===== src/include/lrs_map.svh =====
`ifndef LRS_MAP_SVH
`define LRS_MAP_SVH

// ==========================================================
// Timing
`define LRS_CLK_MHZ 40
`define LRS_KICK_NS 250
`define LRS_KICK_CYC ((`LRS_KICK_NS * `LRS_CLK_MHZ + 999) / 1000)
`define LRS_TMO_NS 39000
`define LRS_TMO_CYC ((`LRS_TMO_NS * `LRS_CLK_MHZ) / 1000)
`define LRS_OSC_TARGET 22
`define LRS_DAMP_CODE 16'h0002

// ==========================================================
// Register byte offsets
`define LRS_REG_CTRL 8'h00
`define LRS_REG_KICK 8'h04
`define LRS_REG_TARGET 8'h08
`define LRS_REG_TMO 8'h0c
`define LRS_REG_STATUS 8'h10
`define LRS_REG_FWD 8'h14
`define LRS_REG_BWD 8'h18
`define LRS_REG_NET 8'h1c
`define LRS_REG_CAP1 8'h20
`define LRS_REG_CAP2 8'h24

// ==========================================================
// Field positions
`define LRS_CTRL_EN 0
`define LRS_CTRL_CLR 1
`define LRS_ST_POS_LO 0
`define LRS_ST_POS_HI 1
`define LRS_ST_PREV_LO 2
`define LRS_ST_PREV_HI 3
`define LRS_ST_ERR 4
`define LRS_ST_BUSY 5
`define LRS_ST_READY 6

// ==========================================================
// Bus answers and table size
`define LRS_RESP_OKAY 2'b00
`define LRS_RESP_SLVERR 2'b10
`define LRS_LUT_LAST 4'hf

`endif


===== src/include/lrs_pkg.sv =====
package lrs_pkg;

  // One-hot sequencer states
  typedef enum logic [6:0] {
    ST_INIT = 7'h01,
    ST_IDLE = 7'h02,
    ST_KICK = 7'h04,
    ST_COUNT = 7'h08,
    ST_LOOK = 7'h10,
    ST_UPD = 7'h20,
    ST_SPARE = 7'h40
  } lrs_state_t;

  // Movement code held in the transition table
  typedef enum logic [1:0] {
    MV_NONE = 2'b00,
    MV_FWD = 2'b01,
    MV_BWD = 2'b10,
    MV_DIAG = 2'b11
  } lrs_move_t;

endpackage


===== src/include/lrs_lut_if.sv =====
`timescale 1ns/1ps
// Link between the sequencer and its transition table
interface lrs_lut_if;
  logic wr_en;
  logic [3:0] wr_addr;
  lrs_pkg::lrs_move_t wr_data;
  logic [3:0] rd_addr;
  lrs_pkg::lrs_move_t rd_data;
  modport ctrl (output wr_en, output wr_addr, output wr_data,
                output rd_addr, input rd_data);
  modport mem (input wr_en, input wr_addr, input wr_data,
               input rd_addr, output rd_data);
endinterface


===== src/rtl/lrs_lut_mem.sv =====
`timescale 1ns/1ps
// Sixteen-entry transition table, registered read
module lrs_lut_mem (
  input wire logic aclk, // System clock
  lrs_lut_if.mem lut // Table port
);
  lrs_pkg::lrs_move_t mem_r [16];

  // Write during init; contents have no reset, loader fills them
  always_ff @(posedge aclk) begin
    if (lut.wr_en) begin
      mem_r[lut.wr_addr] <= lut.wr_data;
    end
  end

  // Read data always comes from a flop
  always_ff @(posedge aclk) begin
    lut.rd_data <= mem_r[lut.rd_addr];
  end
endmodule


===== src/rtl/lrs_sequencer.sv =====
`timescale 1ns/1ps
`include "lrs_map.svh"
module lrs_sequencer (
  input wire logic aclk, // 40 MHz clock
  input wire logic aresetn, // Sync reset, low active
  input wire logic [7:0] s_axi_awaddr, // Write address
  input wire logic s_axi_awvalid, // Write address valid
  output logic s_axi_awready, // Write address ready
  input wire logic [31:0] s_axi_wdata, // Write data
  input wire logic [3:0] s_axi_wstrb, // Byte strobes
  input wire logic s_axi_wvalid, // Write data valid
  output logic s_axi_wready, // Write data ready
  output logic [1:0] s_axi_bresp, // Write response
  output logic s_axi_bvalid, // Write response valid
  input wire logic s_axi_bready, // Write response ready
  input wire logic [7:0] s_axi_araddr, // Read address
  input wire logic s_axi_arvalid, // Read address valid
  output logic s_axi_arready, // Read address ready
  output logic [31:0] s_axi_rdata, // Read data
  output logic [1:0] s_axi_rresp, // Read response
  output logic s_axi_rvalid, // Read data valid
  input wire logic s_axi_rready, // Read data ready
  input wire logic sample_tick, // Periodic wake pulse
  input wire logic [1:0] osc_sense_line, // Comparator outputs
  output logic [1:0] osc_kick_line // Kick pulses, low active
);

  // ==========================================================
  // Decode helpers
  function automatic logic hit(input logic [7:0] a, input logic [7:0] o);
    return a[7:2] == o[7:2];
  endfunction

  function automatic logic [31:0] merge(input logic [31:0] old,
                                        input logic [31:0] d,
                                        input logic [3:0] s);
    logic [31:0] r;
    r = old;
    for (int i = 0; i < 4; i++) begin
      if (s[i]) begin
        r[i*8 +: 8] = d[i*8 +: 8];
      end
    end
    return r;
  endfunction

  // Next position going forward around the disc
  function automatic logic [1:0] fwd_next(input logic [1:0] p);
    case (p)
      2'b00: return 2'b01;
      2'b01: return 2'b11;
      2'b11: return 2'b10;
      default: return 2'b00;
    endcase
  endfunction

  // Table entry for index {previous, current}
  function automatic lrs_pkg::lrs_move_t lut_entry(input logic [3:0] ix);
    if (ix[1:0] == fwd_next(ix[3:2])) begin
      return lrs_pkg::MV_FWD;
    end else if (ix[3:2] == fwd_next(ix[1:0])) begin
      return lrs_pkg::MV_BWD;
    end else if ((ix[3:2] ^ ix[1:0]) == 2'b11) begin
      return lrs_pkg::MV_DIAG;
    end
    return lrs_pkg::MV_NONE;
  endfunction

  // ==========================================================
  // Declarations
  lrs_pkg::lrs_state_t st_r;
  lrs_lut_if lut ();
  logic [3:0] init_idx_r;
  logic sel_r;
  logic [7:0] kick_cnt_r;
  logic [15:0] tmr_r;
  logic [7:0] osc_cnt_r;
  logic [1:0] sense_q_r;
  logic rise;
  logic hit_target;
  logic hit_tmo;
  logic meas_done;
  logic [1:0] pos_r;
  logic [1:0] prev_r;
  logic [15:0] cap_r [2];
  logic [31:0] fwd_r;
  logic [31:0] bwd_r;
  logic [31:0] net_r;
  logic err_r;
  logic en_r;
  logic clr_r;
  logic [7:0] kick_len_r;
  logic [7:0] target_r;
  logic [15:0] tmo_r;
  logic aw_got_r;
  logic w_got_r;
  logic [7:0] aw_addr_r;
  logic [31:0] w_data_r;
  logic [3:0] w_strb_r;
  logic wr_fire;
  logic [31:0] rd_val;
  logic rd_ok;
  logic wr_ok;

  // ==========================================================
  // Transition table
  lrs_lut_mem u_lut (
    .aclk (aclk),
    .lut (lut.mem)
  );

  // Loader writes during init; reads always track the positions
  assign lut.wr_en = (st_r == lrs_pkg::ST_INIT);
  assign lut.wr_addr = init_idx_r;
  assign lut.wr_data = lut_entry(init_idx_r);
  assign lut.rd_addr = {prev_r, pos_r};

  // ==========================================================
  // Measurement conditions
  assign rise = osc_sense_line[sel_r] & ~sense_q_r[sel_r];
  assign hit_target = rise && (osc_cnt_r + 8'h01 == target_r);
  assign hit_tmo = (tmr_r >= tmo_r);
  assign meas_done = (st_r == lrs_pkg::ST_COUNT) && (hit_target || hit_tmo);

  // Sensor inputs are synchronous, one flop is only for edge finding
  generate
    for (genvar g = 0; g < 2; g++) begin : g_sense
      always_ff @(posedge aclk) begin
        if (!aresetn) begin
          sense_q_r[g] <= 1'b0;
        end else begin
          sense_q_r[g] <= osc_sense_line[g];
        end
      end

      // Each kick line is idle high and pulses low only while selected
      always_ff @(posedge aclk) begin
        if (!aresetn) begin
          osc_kick_line[g] <= 1'b1;
        end else begin
          osc_kick_line[g] <= !((st_r == lrs_pkg::ST_KICK) &&
                                (sel_r == g[0]));
        end
      end
    end
  endgenerate

  // ==========================================================
  // Sequencer state machine
  always_ff @(posedge aclk) begin
    if (!aresetn) begin
      st_r <= lrs_pkg::ST_INIT;
    end else begin
      case (st_r)
        lrs_pkg::ST_INIT: begin
          if (init_idx_r == `LRS_LUT_LAST) begin
            st_r <= lrs_pkg::ST_IDLE;
          end
        end
        lrs_pkg::ST_IDLE: begin
          if (sample_tick && en_r) begin
            st_r <= lrs_pkg::ST_KICK;
          end
        end
        lrs_pkg::ST_KICK: begin
          if (kick_cnt_r + 8'h01 >= kick_len_r) begin
            st_r <= lrs_pkg::ST_COUNT;
          end
        end
        lrs_pkg::ST_COUNT: begin
          if (meas_done) begin
            st_r <= sel_r ? lrs_pkg::ST_LOOK : lrs_pkg::ST_KICK;
          end
        end
        lrs_pkg::ST_LOOK: begin
          st_r <= lrs_pkg::ST_UPD;
        end
        lrs_pkg::ST_UPD: begin
          st_r <= lrs_pkg::ST_IDLE;
        end
        default: begin
          st_r <= lrs_pkg::ST_IDLE;
        end
      endcase
    end
  end

  // Table loader index
  always_ff @(posedge aclk) begin
    if (!aresetn) begin
      init_idx_r <= 4'h0;
    end else if (st_r == lrs_pkg::ST_INIT) begin
      init_idx_r <= init_idx_r + 4'h1;
    end
  end

  // Sensor select: a wake always starts with the first sensor
  always_ff @(posedge aclk) begin
    if (!aresetn) begin
      sel_r <= 1'b0;
    end else if (st_r == lrs_pkg::ST_IDLE) begin
      sel_r <= 1'b0;
    end else if (meas_done) begin
      sel_r <= 1'b1;
    end
  end

  // Kick length, interval timer and oscillation count
  always_ff @(posedge aclk) begin
    if (!aresetn) begin
      kick_cnt_r <= 8'h00;
      tmr_r <= 16'h0000;
      osc_cnt_r <= 8'h00;
    end else if (st_r == lrs_pkg::ST_KICK) begin
      kick_cnt_r <= kick_cnt_r + 8'h01;
      tmr_r <= tmr_r + 16'h0001;
      osc_cnt_r <= 8'h00;
    end else if (st_r == lrs_pkg::ST_COUNT) begin
      // Rewind for the second sensor, else its kick and timeout run short
      kick_cnt_r <= 8'h00;
      tmr_r <= meas_done ? 16'h0000 : tmr_r + 16'h0001;
      if (rise) begin
        osc_cnt_r <= osc_cnt_r + 8'h01;
      end
    end else begin
      kick_cnt_r <= 8'h00;
      tmr_r <= 16'h0000;
      osc_cnt_r <= 8'h00;
    end
  end

  // Capture and classify; target reached wins over a timeout
  always_ff @(posedge aclk) begin
    if (!aresetn) begin
      cap_r[0] <= 16'h0000;
      cap_r[1] <= 16'h0000;
      pos_r <= 2'b00;
    end else if (meas_done) begin
      if (hit_target) begin
        cap_r[sel_r] <= tmr_r;
        pos_r[~sel_r] <= 1'b0;
      end else begin
        cap_r[sel_r] <= `LRS_DAMP_CODE;
        pos_r[~sel_r] <= 1'b1;
      end
    end
  end

  // Position update and counters; a clear request beats an update
  always_ff @(posedge aclk) begin
    if (!aresetn) begin
      prev_r <= 2'b00;
      fwd_r <= 32'h0000_0000;
      bwd_r <= 32'h0000_0000;
    end else begin
      // Position is stored even when a clear wins over the count
      if (st_r == lrs_pkg::ST_UPD) begin
        prev_r <= pos_r;
      end
      if (clr_r) begin
        fwd_r <= 32'h0000_0000;
        bwd_r <= 32'h0000_0000;
      end else if (st_r == lrs_pkg::ST_UPD) begin
        case (lut.rd_data)
          lrs_pkg::MV_FWD: fwd_r <= fwd_r + 32'h0000_0001;
          lrs_pkg::MV_BWD: bwd_r <= bwd_r + 32'h0000_0001;
          default: begin
          end
        endcase
      end
    end
  end

  // Net count follows one cycle behind the two counters
  always_ff @(posedge aclk) begin
    if (!aresetn) begin
      net_r <= 32'h0000_0000;
    end else begin
      net_r <= fwd_r - bwd_r;
    end
  end

  // Undersampling flag: set wins over a software clear
  always_ff @(posedge aclk) begin
    if (!aresetn) begin
      err_r <= 1'b0;
    end else if (st_r == lrs_pkg::ST_UPD &&
                 lut.rd_data == lrs_pkg::MV_DIAG) begin
      err_r <= 1'b1;
    end else if (wr_fire && wr_ok && hit(aw_addr_r, `LRS_REG_STATUS) &&
                 w_strb_r[0] && w_data_r[`LRS_ST_ERR]) begin
      err_r <= 1'b0;
    end
  end

  // ==========================================================
  // Control registers written by software
  always_ff @(posedge aclk) begin
    if (!aresetn) begin
      en_r <= 1'b0;
      clr_r <= 1'b0;
      kick_len_r <= 8'(`LRS_KICK_CYC);
      target_r <= 8'(`LRS_OSC_TARGET);
      tmo_r <= 16'(`LRS_TMO_CYC);
    end else begin
      clr_r <= 1'b0;
      if (wr_fire && hit(aw_addr_r, `LRS_REG_CTRL) && w_strb_r[0]) begin
        en_r <= w_data_r[`LRS_CTRL_EN];
        clr_r <= w_data_r[`LRS_CTRL_CLR];
      end
      if (wr_fire && hit(aw_addr_r, `LRS_REG_KICK)) begin
        kick_len_r <= 8'(merge({24'h0, kick_len_r}, w_data_r,
                               w_strb_r));
      end
      if (wr_fire && hit(aw_addr_r, `LRS_REG_TARGET)) begin
        target_r <= 8'(merge({24'h0, target_r}, w_data_r,
                             w_strb_r));
      end
      if (wr_fire && hit(aw_addr_r, `LRS_REG_TMO)) begin
        tmo_r <= 16'(merge({16'h0, tmo_r}, w_data_r, w_strb_r));
      end
    end
  end

  // ==========================================================
  // AXI4-Lite write side; one write in flight, channels in any order
  assign wr_fire = aw_got_r && w_got_r && !s_axi_bvalid;
  assign wr_ok = hit(aw_addr_r, `LRS_REG_CTRL) ||
                 hit(aw_addr_r, `LRS_REG_KICK) ||
                 hit(aw_addr_r, `LRS_REG_TARGET) ||
                 hit(aw_addr_r, `LRS_REG_TMO) ||
                 hit(aw_addr_r, `LRS_REG_STATUS);

  always_ff @(posedge aclk) begin
    if (!aresetn) begin
      aw_got_r <= 1'b0;
      aw_addr_r <= 8'h00;
      s_axi_awready <= 1'b0;
    end else if (s_axi_awvalid && s_axi_awready) begin
      aw_got_r <= 1'b1;
      aw_addr_r <= s_axi_awaddr;
      s_axi_awready <= 1'b0;
    end else if (wr_fire) begin
      aw_got_r <= 1'b0;
    end else if (!aw_got_r && !s_axi_bvalid) begin
      s_axi_awready <= 1'b1;
    end
  end

  always_ff @(posedge aclk) begin
    if (!aresetn) begin
      w_got_r <= 1'b0;
      w_data_r <= 32'h0000_0000;
      w_strb_r <= 4'h0;
      s_axi_wready <= 1'b0;
    end else if (s_axi_wvalid && s_axi_wready) begin
      w_got_r <= 1'b1;
      w_data_r <= s_axi_wdata;
      w_strb_r <= s_axi_wstrb;
      s_axi_wready <= 1'b0;
    end else if (wr_fire) begin
      w_got_r <= 1'b0;
    end else if (!w_got_r && !s_axi_bvalid) begin
      s_axi_wready <= 1'b1;
    end
  end

  // Read-only registers take writes silently; unmapped ones get SLVERR
  always_ff @(posedge aclk) begin
    if (!aresetn) begin
      s_axi_bvalid <= 1'b0;
      s_axi_bresp <= `LRS_RESP_OKAY;
    end else if (wr_fire) begin
      s_axi_bvalid <= 1'b1;
      s_axi_bresp <= (wr_ok || rd_hit_w()) ? `LRS_RESP_OKAY
                                          : `LRS_RESP_SLVERR;
    end else if (s_axi_bready) begin
      s_axi_bvalid <= 1'b0;
    end
  end

  function automatic logic rd_hit_w();
    return hit(aw_addr_r, `LRS_REG_FWD) || hit(aw_addr_r, `LRS_REG_BWD) ||
           hit(aw_addr_r, `LRS_REG_NET) || hit(aw_addr_r, `LRS_REG_CAP1) ||
           hit(aw_addr_r, `LRS_REG_CAP2);
  endfunction

  // ==========================================================
  // AXI4-Lite read side; previous position is visible only as status
  always_comb begin
    rd_val = 32'h0000_0000;
    rd_ok = 1'b1;
    if (hit(s_axi_araddr, `LRS_REG_CTRL)) begin
      rd_val[`LRS_CTRL_EN] = en_r;
    end else if (hit(s_axi_araddr, `LRS_REG_KICK)) begin
      rd_val[7:0] = kick_len_r;
    end else if (hit(s_axi_araddr, `LRS_REG_TARGET)) begin
      rd_val[7:0] = target_r;
    end else if (hit(s_axi_araddr, `LRS_REG_TMO)) begin
      rd_val[15:0] = tmo_r;
    end else if (hit(s_axi_araddr, `LRS_REG_STATUS)) begin
      rd_val[`LRS_ST_POS_HI:`LRS_ST_POS_LO] = pos_r;
      rd_val[`LRS_ST_PREV_HI:`LRS_ST_PREV_LO] = prev_r;
      rd_val[`LRS_ST_ERR] = err_r;
      rd_val[`LRS_ST_BUSY] = !(st_r == lrs_pkg::ST_IDLE ||
                               st_r == lrs_pkg::ST_INIT);
      rd_val[`LRS_ST_READY] = (st_r != lrs_pkg::ST_INIT);
    end else if (hit(s_axi_araddr, `LRS_REG_FWD)) begin
      rd_val = fwd_r;
    end else if (hit(s_axi_araddr, `LRS_REG_BWD)) begin
      rd_val = bwd_r;
    end else if (hit(s_axi_araddr, `LRS_REG_NET)) begin
      rd_val = net_r;
    end else if (hit(s_axi_araddr, `LRS_REG_CAP1)) begin
      rd_val[15:0] = cap_r[0];
    end else if (hit(s_axi_araddr, `LRS_REG_CAP2)) begin
      rd_val[15:0] = cap_r[1];
    end else begin
      rd_ok = 1'b0;
    end
  end

  // One read in flight; data are captured on the address handshake
  always_ff @(posedge aclk) begin
    if (!aresetn) begin
      s_axi_arready <= 1'b0;
      s_axi_rvalid <= 1'b0;
      s_axi_rdata <= 32'h0000_0000;
      s_axi_rresp <= `LRS_RESP_OKAY;
    end else if (s_axi_arvalid && s_axi_arready) begin
      s_axi_arready <= 1'b0;
      s_axi_rvalid <= 1'b1;
      s_axi_rdata <= rd_val;
      s_axi_rresp <= rd_ok ? `LRS_RESP_OKAY : `LRS_RESP_SLVERR;
    end else if (s_axi_rvalid && s_axi_rready) begin
      s_axi_rvalid <= 1'b0;
      s_axi_arready <= 1'b1;
    end else if (!s_axi_rvalid) begin
      s_axi_arready <= 1'b1;
    end
  end

endmodule

===== config.mk =====
export PLATFORM = sky130hd
export DESIGN_NAME = lrs_sequencer
export DESIGN_NICKNAME = d
export VERILOG_FILES = /design/src/include/lrs_pkg.sv /design/src/include/lrs_lut_if.sv /design/src/rtl/lrs_lut_mem.sv /design/src/rtl/lrs_sequencer.sv
export VERILOG_INCLUDE_DIRS = /design/src /design/src/include
export SDC_FILE = /design/constraint.sdc
export NUM_CORES = 1
export LEC_CHECK = 0
export ABC_AREA = 1
export CAP_MARGIN = 20
export CORE_ASPECT_RATIO = 0.8
export CORE_UTILIZATION = 30
export DETAILED_ROUTE_END_ITERATION = 6
export DONT_BUFFER_PORTS = 1
export GPL_TIMING_DRIVEN = 0
export PLACE_DENSITY_LB_ADDON = 0.12
export SYNTH_ARGS = -nofsm -noshare
export SYNTH_HDL_FRONTEND = slang
export SYNTH_SLANG_ARGS = --single-unit

===== constraint.sdc =====
create_clock -name aclk -period 3.6 [get_ports aclk]
set_clock_uncertainty 0.05 [all_clocks]
set_input_delay 0.36 -clock aclk [delete_from_list [all_inputs] [get_ports aclk]]
set_output_delay 0.36 -clock aclk [all_outputs]
set_load 0.1 [all_outputs]

==> summary.txt <==
Status: completed
Non-Filler Instances: 3152
Pins Over Slew Limit: 0
Gate power share: 0.072
Peak Freq: 0.322 GHz
Initial antenna violation count: 1
DRT Pass-1 Iters: 6
Fin crit period: 3.11 ns
EDFF count, synth: 64
Worst R2R Start: tmr_r[9]
DR vias: 16.0k
Ant. Diodes: 0
Setup TNS: 0 ns
Syn Inst Count: 2305
Starting density of the core: 0.304
PortBufs: 0
H-tree Lvls: 2
Actual slew at the worst max-slew pin: 1.12 ns
Routed wire length: 62300 microns
Hold_sp: s_axi_wvalid
Core area: 55200 sq um
LEAKAGE: 7.66 nW
Dpl hpwl: 49500 microns
Startpoint types: flip-flop
Fill count: 5923
Layout area overhead: 14.5%
RR Endpoint: cap_r[0][9]
CP peak stage delay: 0.52 ns
Sequential power share: 0.472
RSZ-0062 raised after global routing: no
Row count: 77
CTS tree: yes
Largest net degree at the start of global routing: 18
Sequential area share after synthesis: 0.412
Crit-path cells: ha_1 > nand2_1 > inv_1 > o21ai_1 > nand2_1 > a21oi_1 > nand2_1 > nor2_1 > nand2_8 > nand2_1 > nand2_1
Total clock sinks: 313
Synth unique cells: 54
Max-slew headroom: 0.250
Share of cells above drive strength 1: 0.0412
Placer congestion estimate: 0.938
Final period utilization: 0.863
Synthesized area: 16800 sq um
Wirelength per Cell: 19.8 microns
Number of global-route vias before repair: 15.2k
P_sw: 2.18 mW
Initial DRC Count: 1429
Endpoints failing setup: 0
Die height: 213 microns
CP max FO: 16
Post-CTS Setup Bufs: 0
Ports: 105
Total placed cells including tap cells: 3057
Pint: 6.08 mW
#FFs+latches synth: 313
CTS buffer count: 38
Chip width: 266 microns
Switching Fraction: 0.264
Avg Inst Size Synth: 7.27 sq um
Type of the most critical hold path: primary input to flip-flop
Reg clk slew, reported paths: 0.06 ns
# DRC: 0
Clock power frac: 0.457
Crit. End Element: flip-flop
Die Area: 56800 sq um
R2R Setup Slk: 0.49 ns
Dominant delay contributor by cell family on the critical path: simple AND/OR/NAND/NOR gates
CTS root buffer: clkbuf_16
Fin. Hold Viols: 0
ANT nets after route: 0
Peak VDD IR: 0.315 mV
Worst hold endpoint: w_data_r[2]
Clk buf depth: 3
Arrival time at the worst endpoint: 3.16 ns
First-pass GRT wire length: 93600 microns
Total GRT Usage: 0.219
Final net count: 2505
Max Cap Violations: 0
Pwr dens: 430 nW/um^2
Hold Crit Depth: 3
Yosys warnings: 0
Most used cell, CP: nand2_1
Post-CTS Resized: 0
Cells on worst reg2reg path: 11
GRT overflow: 0
Synth async-reset ratio: 0
Hold_buf cts: 29
Avg Vias per Cell: 5.07
Synth Flop Type: dfxtp_1
WP buf/inv: 1
Clk Latency, worst-skew pair: 0.57 ns
CP Class: flip-flop to flip-flop
Critical path data required time: 3.65 ns
Crit-path slowest cell: nor2_1
==> how the worst max path moves through the flow <==
stage,startpoint,endpoint,depth (start not counted)
floorplan,tmr_r[9],cap_r[0][0],11
global placement,init_idx_r[1],u_lut.mem_r[5][1],6
detailed placement,tmr_r[7],cap_r[0][13],10
CTS,tmr_r[7],cap_r[0][9],10
global route,tmr_r[9],flip-flop,12
finish,tmr_r[9],cap_r[0][9],11
==> synthesized netlist by cell type, types with 4 or more instances <==
library cell  count  area [sq um]
clkbuf_1         56           210
o21bai_1          5          37.5
nor3_1           56           280
dfxtp_1         249          4980
xor2_1           56           490
mux2i_1           4          40.0
xnor2_1           4          35.0
nand2_2           9          56.3
ha_1             66           826
nand3_1         112           561
o211ai_1         20           150
edfxtp_1         64          1920
o2111ai_1         6          52.6
a21oi_1         223          1120
nand2_1         540          2030
o21ai_1           4          20.0
nor2_2           15          93.8
o21a_1           13          97.6
o31ai_1           6          45.0
buf_2             9          45.0
a31oi_1           6          37.5
o32ai_1           4          35.0
nor2_1          259           972
o221ai_1         21           184
nand3b_1          7          52.6
a21o_1            7          52.6
nand4_1          33           206
inv_1           245           920
o21ai_0         143           716
nor4_1           18           113
==> routing by layer <==
metal	GRT usage	routed length [microns]	vias up
met5	0	0	-
met3	0.0439	4260	75
met2	0.313	24600	453
li1	-	-	7858
met4	0.0559	1260	0
met1	0.330	32200	7584
==> power by group through the flow <==
stage                     registers [mW]  clock network (mW)  logic (mW)
final                               3.89                3.77       0.591
after global placement              3.97                   0       0.535
after floorplan                     3.93                   0       0.352
after detailed placement            3.97                   0       0.567
after CTS                           3.89                3.86       0.593
after global routing                3.90                3.99       0.668
==> layout by cell type, fill, tap and decap left out, types with 64 or more instances in the layout <==
cell type,instances
o21ai_0,143
dfxtp_1,249
edfxtp_1,64
nor2_1,259
ha_1,66
inv_1,245
nand3_1,112
clkbuf_1,68
nand2_1,540
a21oi_1,223
==> state kept, by name, indices dropped and copies added, names as in the netlist, 16 cells and up, named ones only <==
register / flops
s_axi_rdata: 32
tmo_r: 16
u_lut.mem_r: 32
bwd_r: 32
net_r: 32
fwd_r: 32
cap_r: 32
tmr_r: 16
w_data_r: 16
==> tightest hold or removal path: stages <==
cell	delay, ns
nand2_1	0.14
o21ai_0	0.20
a21oi_1	0.05
==> layout make-up <==
cell class                 instances  area (sq um)  share of cell area
timing repair buffer              30           302              0.0157
inverter                         251           942              0.0491
clock inverter                     9          62.6             0.00326
tap                              750           938              0.0489
clock buffer                      57          1130              0.0588
sequential                       313          6910               0.360
buffer                            72           304              0.0158
multi-input combinational       1670          8620               0.449
==> stage by stage <==
step	hold slack, ns	util	total power, mW	setup slack [ns]	cell area (sq um)
finish	0.178	0.348	8.25	0.493	19200
CTS	0.149	0.348	8.35	0.466	19200
global route	0.224	0.348	8.56	0.214	19200
detailed placement	0.413	0.321	4.53	0.458	17700
global placement	0.406	0.321	4.50	0.493	17700
floorplan	0.383	-	4.28	1.26	16800
==> logic make-up after synthesis <==
family                   count (synthesis)  share of synthesized area
other                                    1                   0.000224
XOR/XNOR                                60                     0.0313
flip-flops                             313                      0.412
buffers and inverters                  323                     0.0743
multiplexers                             4                    0.00239
AND/OR/NAND/NOR                       1064                      0.271
AO/OA/AOI/OAI                          473                      0.158
adder cells (fa/ha/maj)                 67                     0.0504
No activity file was read; power rests on OpenSTA's default activity.
